### src/audio_clock_consts.svh
`ifndef AUDIO_CLOCK_CONSTS_SVH
`define AUDIO_CLOCK_CONSTS_SVH

`define DIV_FIELD_WIDTH 6
`define CHAN_LEN_WIDTH 6
`define SCK_PHASE_WIDTH 2
`define SCK_HALF_LAST 2'h3
`define DIV_FIELD_RESET 6'h00
`define CHAN_LEN_RESET 6'h20
`define COUNT_RESET 6'h00

`endif

### src/audio_clock_pkg.sv
`include "audio_clock_consts.svh"

package audio_clock_pkg;

    typedef enum logic {
        SRC_INTERNAL,
        SRC_EXTERNAL
    } clk_src_t;

    typedef logic [`DIV_FIELD_WIDTH-1:0] div_field_t;
    typedef logic [`CHAN_LEN_WIDTH-1:0] chan_len_t;

    // A count at or past its limit wraps, so a limit lowered mid-count cannot strand it.
    function automatic logic at_limit(input logic [5:0] count, input logic [5:0] limit);
        at_limit = (count >= limit);
    endfunction

endpackage

### src/audio_clock_gen.sv
`timescale 1ns/1ps
`include "audio_clock_consts.svh"

// Summary of operation
// RULE_01: Transmit and receive pins face codec's opposite sides.
// RULE_02: Shared lines need exactly one driving party.
// RULE_03: Codec master means both local ports slave.
// RULE_04: System clock runs control and trigger logic.
// RULE_05: Serial timing crosses domains through synchronizers.
// RULE_06: External pin clock may replace internal audio clock.
// RULE_07: Select bit picks divider source clock.
// RULE_08: First divider programmable, one to sixty-four.
// RULE_09: First division equals field value plus one.
// RULE_10: Fixed divide-by-eight makes both bit clocks.
// RULE_11: Word select toggles once per channel period.
// RULE_12: Slave mode needs master clock eight times bit.
// RULE_13: Configuration synchronized before reaching divider or ports.
module audio_clock_gen (
    input wire logic sys_clk,
    input wire logic rst_n,
    input wire logic high_frequency_clock_one,
    input wire logic external_clock_in,
    input wire audio_clock_pkg::clk_src_t clock_select,
    input wire audio_clock_pkg::div_field_t clock_divider,
    input wire audio_clock_pkg::chan_len_t channel_length,
    input wire logic transmit_master,
    input wire logic receive_master,
    output logic transmit_bit_clock_out,
    output logic transmit_bit_clock_oe,
    output logic transmit_word_select_out,
    output logic transmit_word_select_oe,
    output logic receive_bit_clock_out,
    output logic receive_bit_clock_oe,
    output logic receive_word_select_out,
    output logic receive_word_select_oe,
    output logic master_clock_tick,
    output logic bit_clock_fall_tick
);
    import audio_clock_pkg::*;

    // Both source clocks are sampled here, so each must stay below half of sys_clk.
    logic int_meta_q;
    logic int_sync_q;
    logic ext_meta_q;
    logic ext_sync_q;
    logic src_prev_q;
    logic src_level;
    logic src_tick;

    clk_src_t sel_meta_q;
    clk_src_t sel_q;
    div_field_t div_meta_q;
    div_field_t div_q;
    chan_len_t len_meta_q;
    chan_len_t len_q;
    logic txm_meta_q;
    logic txm_q;
    logic rxm_meta_q;
    logic rxm_q;

    logic mclk_tick;
    logic [`SCK_PHASE_WIDTH-1:0] phase_q;
    logic [`SCK_PHASE_WIDTH-1:0] phase_d;
    logic sck_q;
    logic sck_d;
    logic sck_fall;
    logic fall_q;
    chan_len_t bit_q;
    chan_len_t bit_d;
    chan_len_t len_last;
    logic ws_q;
    logic ws_d;
    logic chan_end;

    // Both audio clocks pass two flops before any logic looks at them. [RULE_05] [RULE_06]
    always_ff @(posedge sys_clk) begin
        if (!rst_n) begin
            int_meta_q <= 1'b0;
            int_sync_q <= 1'b0;
            ext_meta_q <= 1'b0;
            ext_sync_q <= 1'b0;
            src_prev_q <= 1'b0;
        end else begin
            int_meta_q <= high_frequency_clock_one;
            int_sync_q <= int_meta_q;
            ext_meta_q <= external_clock_in;
            ext_sync_q <= ext_meta_q;
            src_prev_q <= src_level;
        end
    end

    // Configuration crosses through two stages before it steers anything. [RULE_13]
    always_ff @(posedge sys_clk) begin
        if (!rst_n) begin
            sel_meta_q <= SRC_INTERNAL;
            sel_q <= SRC_INTERNAL;
            div_meta_q <= `DIV_FIELD_RESET;
            div_q <= `DIV_FIELD_RESET;
            len_meta_q <= `CHAN_LEN_RESET;
            len_q <= `CHAN_LEN_RESET;
            txm_meta_q <= 1'b0;
            txm_q <= 1'b0;
            rxm_meta_q <= 1'b0;
            rxm_q <= 1'b0;
        end else begin
            sel_meta_q <= clock_select;
            sel_q <= sel_meta_q;
            div_meta_q <= clock_divider;
            div_q <= div_meta_q;
            len_meta_q <= channel_length;
            len_q <= len_meta_q;
            txm_meta_q <= transmit_master;
            txm_q <= txm_meta_q;
            rxm_meta_q <= receive_master;
            rxm_q <= rxm_meta_q;
        end
    end

    // Switching source can give one short or long master clock period.
    assign src_level = (sel_q == SRC_EXTERNAL) ? ext_sync_q : int_sync_q; // [RULE_07]
    assign src_tick = src_level && !src_prev_q;

    tick_divider first_stage (
        .sys_clk(sys_clk),
        .rst_n(rst_n),
        .step_en(src_tick),
        .limit(div_q),
        .tick(mclk_tick)
    );

    // Four master clock ticks per half period gives the fixed division by eight. [RULE_10]
    assign phase_d = mclk_tick ? phase_q + 2'h1 : phase_q;
    assign sck_d = (mclk_tick && phase_q == `SCK_HALF_LAST) ? !sck_q : sck_q;
    assign sck_fall = mclk_tick && phase_q == `SCK_HALF_LAST && sck_q;

    // A channel length of zero behaves as one bit per channel.
    assign len_last = (len_q == 6'h00) ? 6'h00 : len_q - 6'h01;
    assign chan_end = sck_fall && at_limit(bit_q, len_last);
    assign bit_d = chan_end ? `COUNT_RESET : (sck_fall ? bit_q + 6'h01 : bit_q);
    assign ws_d = chan_end ? !ws_q : ws_q; // [RULE_11]

    always_ff @(posedge sys_clk) begin
        if (!rst_n) begin
            phase_q <= 2'h0;
            sck_q <= 1'b0;
            bit_q <= `COUNT_RESET;
            ws_q <= 1'b0;
            fall_q <= 1'b0;
        end else begin
            phase_q <= phase_d;
            sck_q <= sck_d;
            bit_q <= bit_d;
            ws_q <= ws_d;
            fall_q <= sck_fall;
        end
    end

    // Each port drives its lines only as master; with shared lines software must
    // keep at most one of them master, and both slave when the codec leads. [RULE_02] [RULE_03]
    assign transmit_bit_clock_out = sck_q; // [RULE_01]
    assign transmit_word_select_out = ws_q;
    assign transmit_bit_clock_oe = txm_q;
    assign transmit_word_select_oe = txm_q;
    assign receive_bit_clock_out = sck_q; // [RULE_01]
    assign receive_word_select_out = ws_q;
    assign receive_bit_clock_oe = rxm_q;
    assign receive_word_select_oe = rxm_q;

    // The master clock keeps running in slave mode, where it must be eight times
    // the incoming bit clock for the serial logic to sample it. [RULE_12]
    assign master_clock_tick = mclk_tick;
    assign bit_clock_fall_tick = fall_q; // [RULE_04]
endmodule

### src/tick_divider.sv
`timescale 1ns/1ps
`include "audio_clock_consts.svh"

module tick_divider (
    input wire logic sys_clk,
    input wire logic rst_n,
    input wire logic step_en,
    input wire audio_clock_pkg::div_field_t limit,
    output logic tick
);
    import audio_clock_pkg::*;

    div_field_t count_q;
    div_field_t count_d;
    logic tick_q;
    logic wrap;

    // Division is limit plus one steps per output tick. [RULE_09]
    assign wrap = step_en && at_limit(count_q, limit);
    assign count_d = wrap ? `COUNT_RESET : (step_en ? count_q + 6'h01 : count_q);
    assign tick = tick_q;

    always_ff @(posedge sys_clk) begin
        if (!rst_n) begin
            count_q <= `COUNT_RESET;
            tick_q <= 1'b0;
        end else begin
            count_q <= count_d;
            tick_q <= wrap; // [RULE_08]
        end
    end
endmodule

### config.mk
export PLATFORM = sky130hd
export DESIGN_NAME = audio_clock_gen
export DESIGN_NICKNAME = d
export VERILOG_FILES = /design/src/audio_clock_pkg.sv /design/src/audio_clock_gen.sv /design/src/tick_divider.sv
export VERILOG_INCLUDE_DIRS = /design/src /design/src/src
export SDC_FILE = /design/constraint.sdc
export NUM_CORES = 1
export LEC_CHECK = 0
export BUFFER_PORTS_ARGS = -buffer_cell sky130_fd_sc_hd__buf_2
export CORE_UTILIZATION = 56
export DETAILED_ROUTE_END_ITERATION = 8
export GPL_ROUTABILITY_DRIVEN = 0
export GPL_TIMING_DRIVEN = 0
export PLACE_DENSITY = 0.78
export REMOVE_ABC_BUFFERS = 1
export SLEW_MARGIN = 20
export SYNTH_ARGS = -nofsm -noshare
export SYNTH_HDL_FRONTEND = slang
export SYNTH_SLANG_ARGS = --single-unit
### constraint.sdc
create_clock -name sys_clk -period 4.1 [get_ports sys_clk]
set_input_delay 0.41 -clock sys_clk [delete_from_list [all_inputs] [get_ports sys_clk]]
set_output_delay 0.41 -clock sys_clk [all_outputs]
set_load 0.1 [all_outputs]
Word level (Yosys, flattened, before mapping)

Cells that the tools add are included.

Output and inout bits: 10
Register bits after elaboration: 53
Logic and storage cells: 43

Equality and inequality tests: 1
Muxes and demuxes: 2
Magnitude comparators: 2
Bitwise logic cells: 1
Reduce and logical (&&, ||, !) cells: 11
Add/subtract/negate cells: 4

Operator list:

| operator              | count |
|---|---|
| $add A6 B1 Y6 const B | 2 |
| $ge A6 B6 Y1          | 2 |
| $logic_not A6 Y1      | 1 |
| $mux W6               | 1 |
| $sub A6 B1 Y6 const B | 1 |
| $logic_and A1 B1 Y1   | 5 |
| $reduce_or A2 Y1      | 2 |
| $logic_not A1 Y1      | 3 |
| $add A2 B1 Y2 const B | 1 |
| $eq A2 B2 Y1 const B  | 1 |
| $mux W1               | 1 |
| $not A1 Y1            | 1 |

Longest topological paths before layout

Depth in word-level cells: 5
Mapped depth: 10
Mapped depth without buffers: 10

Hierarchy

From an unflattened synthesis, not the netlist that was laid out.

Cells, all modules: 211
Area total of the unflattened synthesis: 2204.6 um^2

Modules (own cells, without submodules):

| module          | area an instance (um^2) | cells an instance | seq. area each (um^2) | instances |
|---|---|---|---|---|
| audio_clock_gen | 1742.9                  | 163               | 920.9                 | 1 |
| tick_divider    | 461.7                   | 48                | 140.1                 | 1 |

Least setup slack after synthesis

No wires, ideal clock.

Kind: reg2reg
Start point: register len_q[0]
End point: register bit_q[0]
Data required time: 4.005 ns
Cell stages (with the launch flop): 11
Setup slack: 1.791 ns
Buffers on the path: 0
Library setup time: 0.095 ns
Arrival: 2.214 ns
Path through: dfxtp_1 > inv_1 > ha_1 > nand2_1 > or3_1 > and2_1 > ha_1 > nand2b_1 > a21oi_1 > o211ai_1 > a221oi_1

Longest elaborated chain between the ends: 5

Ends and longest elaborated chain:

| item                                                     | RTL line               | text |
|---|---|---|
| from (decl)                                              | audio_clock_gen.sv:55  | `chan_len_t len_q;` |
| from (signal assigned)                                   | audio_clock_gen.sv:100 | `` len_q <= `CHAN_LEN_RESET; `` |
| from (signal assigned)                                   | audio_clock_gen.sv:111 | `len_q <= len_meta_q;` |
| $sub A6 B1 Y6 / $logic_not A6 Y1 (equally long branches) | audio_clock_gen.sv:137 | `assign len_last = (len_q == 6'h00) ? 6'h00 : len_q - 6'h01;` |
| $mux W6 (*)                                              | audio_clock_gen.sv:137 |  |
| $ge A6 B6 Y1 (*)                                         | audio_clock_pkg.sv:15  | `at_limit = (count >= limit);` |
| $logic_and A1 B1 Y1 (*)                                  | audio_clock_gen.sv:138 | `assign chan_end = sck_fall && at_limit(bit_q, len_last);` |
| $reduce_or A2 Y1 (no source line) (*)                    | n/a                    |  |
| to (signal assigned)                                     | audio_clock_gen.sv:146 | `` bit_q <= `COUNT_RESET; `` |
| to (signal assigned)                                     | audio_clock_gen.sv:152 | `bit_q <= bit_d;` |
| to (decl)                                                | audio_clock_gen.sv:68  | `chan_len_t bit_q;` |

Mark *: on every way between the ends. The rest lies on a longest branch, timed or not.
A chain may end at the register's enable or synchronous reset.

Final worst setup path

Start point: register len_q[0]
End point: register bit_q[1]

The elaborated chain is that of the path after synthesis.

==> impl_results.md <==
* Family with the most delay on the worst path: compound AO/OA/AOI/OAI gates
* FF-to-FF Start: len_q[0]$_SDFF_PN0_
* Metal2 WL at 1450 um
* Wire length per cell at roughly 11 um
* Worst-Skew Late Latency at ~300 ps
* RSZ-0062 raised after global routing: no
* Relative max-transition margin at 66.4%
* Routed WL at approximately 3100 um
* Final setup viols at 0
* RR Endpoint: bit_q[1]$_SDFFE_PP0P_
* Die height at approximately 64 um
* EDFF count, synth at 0
* Non-Filler Instances at approximately 290
* Distinct cells, synth at 37
* VDD IR max at approximately 0.26 mV
* Final Hold Viols at 0
* Root buffer cell: clkbuf_8
* Inst Count DP at approximately 280
* Initial core utilization at between 50% and 60%
* Area contributors post-synth: dfxtp_1, and2_1, ha_1, a211oi_1, xor2_1
* Synthesized area at ~2200 um^2
* N_diodes at 0
* Die Area at between 4000 and 5000 um^2
* Ys flop type: dfxtp_1
* Via density at 4.99
* PD cells at just under 400 nW/um^2
* GRT overflow at 0
* CP most frequent cell: ha_1
* Met1 WL at 1540 um
* R2R setup slack at ~1500 ps
* Hold Path Sink: len_meta_q[5]$_SDFF_PN1_
* # rows at 22
* Deepest clock path buffer count at 2
* Nets at ~270
* Met3 WL at roughly 100 um
* R2R depth at 10
* Worst Setup End Kind: flop
* Mean Syn Cell Area at 10.2 um^2
* First-pass GRT wire length at about 5700 um
* Final period util at 63.3%
* Largest net degree at the start of global routing at 39
* Setup TNS Final at 0 ps
* Hold bufs inserted after CTS at 0
* Worst Hold Depth at 2
* Top Layer Used: met4
* Worst-path cell chain: inv_1 > ha_1 > nand2_1 > or3_1 > and2_1 > ha_1 > nand2b_1 > a21oi_1 > o211ai_1 > a221oi_1
* Final Slew Violations at 0
* Total track usage at 18.0%
* Tot Pwr at 0.932 mW
* CP peak stage delay at ~370 ps
* Critical setup path kind: reg2reg
* Setup Fix Bufs, Post-CTS at 0
* Min-delay src: channel_length[5]
* Vias in the first global route at around 1400
* Max-cap violations at 0
* Critical Path RT at 4300 ps
* Mapped Cells at approximately 210
* Slowest CP cell: or3_1
* CTS Buf Count at 5
* Buffers & Inverters on Critical Path at 1
* Die span in x at between 60 and 70 um
* Peak Freq at 385 MHz
* CORE AREA at about 3700 um^2
* Critical path fanouts, max at 6
* Largest area contributor in the synthesized netlist: dfxtp_1
* Placed cell area at 2290 um^2
* H-tree depth at 2
* I/O pins at 29
* Critical Path AT at around 2800 ps
* Setup Skew at 6.77 ps
* Status: finished, final reports clean
* Antenna violations before repair at 0
* Clk slew on worst S/H paths at approximately 90 ps
* CP Launch Type: flop
* Design area at 2380 um^2
* Area delta synth->final at 10.3%
* Post-cts sizing count at 0
* CTS tree: yes
* Share of cells above drive strength 1 at 15.5%
* Final worst path period need at between 2000 and 3000 ps
* Sinks on Clock Net at 53
* DRT iter0 DRCs at 87
* Most common cell after layout, fill and taps aside: dfxtp_1
* DRT Pass-1 Iters at 4
* Post-synth top area share at between 40% and 50%
* Leak at ~1.0 nW
* Synth warn at 0
* Post-route DRC violation count at 0
* Worst-margin pin slew at between 400 and 500 ps
* Final ANT Viol Nets at 0
* DP HPWL at around 2200 um
* Sequential element share of the synthesized area at 49.2%
* Hold WC Path Type: in2reg
* Synthesized flop and latch total at 53
* Commonest cells after routing, fill and taps aside: dfxtp_1, and2_1, buf_2, ha_1, nand2_1
* Number of I/O port buffers at 28
* Post-synth ARST share at 0%
* Total vias in the final route at ~1400
-- state kept, by name, summed over array words and instances, names as in the netlist --
register and count:
sel_meta_q 1, ext_sync_q 1, div_meta_q 6, first_stage.count_q 6, rxm_meta_q 1, phase_q 2, int_meta_q 1, ext_meta_q 1
receive_bit_clock_out 1, txm_meta_q 1, bit_clock_fall_tick 1, transmit_bit_clock_oe 1, div_q 6, len_q 6, len_meta_q 6, src_prev_q 1
first_stage.tick 1, sel_q 1, receive_bit_clock_oe 1, receive_word_select_out 1, bit_q 6, int_sync_q 1
-- synthesized netlist by cell type (3+ instances only) --
cell type,instances
dfxtp_1,53
and2_1,34
ha_1,16
nand2_1,13
a211oi_1,10
inv_1,9
nor2_1,8
xor2_1,7
nand2b_1,6
xnor2_1,6
a21oi_1,5
buf_4,4
clkbuf_1,4
nand4_1,4
nor3_1,4
a221oi_1,3
nand3_1,3
-- metal layers --
metal,vias to the layer above,track usage [%]
li1,761,-
met1,636,20.5
met2,24,31.4
met3,5,5.36
met4,0,6.82
met5,-,0
-- cells by family after synthesis --
group                    Yosys count  synth area share, %
buffers and inverters             20                 4.59
adder cells (fa/ha/maj)           16                 9.29
AND/OR/NAND/NOR                   81                 21.2
XOR/XNOR                          13                 5.28
flip-flops                        53                 49.2
AO/OA/AOI/OAI                     26                 8.83
multiplexers                       3                 1.57
-- final cells by class --
type | instances | area, um^2
sequential | 53 | 1060
fill | 317 | 1310
inverter | 10 | 37.5
multi-input combinational | 139 | 995
timing repair buffer | 28 | 140
tap | 48 | 60.1
clock buffer | 7 | 76.3
clock inverter | 1 | 7.51
-- report_power, final --
part | internal, mW | switching (mW)
clock | 0.121 | 0.157
sequential | 0.534 | 0.00838
combinational | 0.0357 | 0.0757
total | 0.690 | 0.242
-- worst max path at each step --
stage	startpoint	to	slack (ps)	cells after the start
3_3_place_gp	len_q[0]$_SDFF_PN0_	bit_q[1]$_SDFFE_PP0P_	1570	10
5_1_grt	len_q[0]$_SDFF_PN0_	bit_q[1]$_SDFFE_PP0P_	1260	10
6_report	len_q[0]$_SDFF_PN0_	bit_q[1]$_SDFFE_PP0P_	1500	10
3_5_place_dp	len_q[0]$_SDFF_PN0_	bit_q[0]$_SDFFE_PP0P_	1540	10
4_1_cts	len_q[0]$_SDFF_PN0_	bit_q[1]$_SDFFE_PP0P_	1510	10
2_1_floorplan	receive_bit_clock_out$_SDFFE_PN0P_	bit_q[4]$_SDFFE_PP0P_	1390	4
-- per-stage QoR --
step	util, %	setup WS (ps)	hold slack (ps)
after floorplan	-	1390	386
after detailed placement	62.2	1540	397
final	64.5	1500	289
after CTS	64.5	1510	284
after global routing	64.5	1260	282
after global placement	62.2	1570	389
Note: power is estimated with default switching activity, not from simulation.
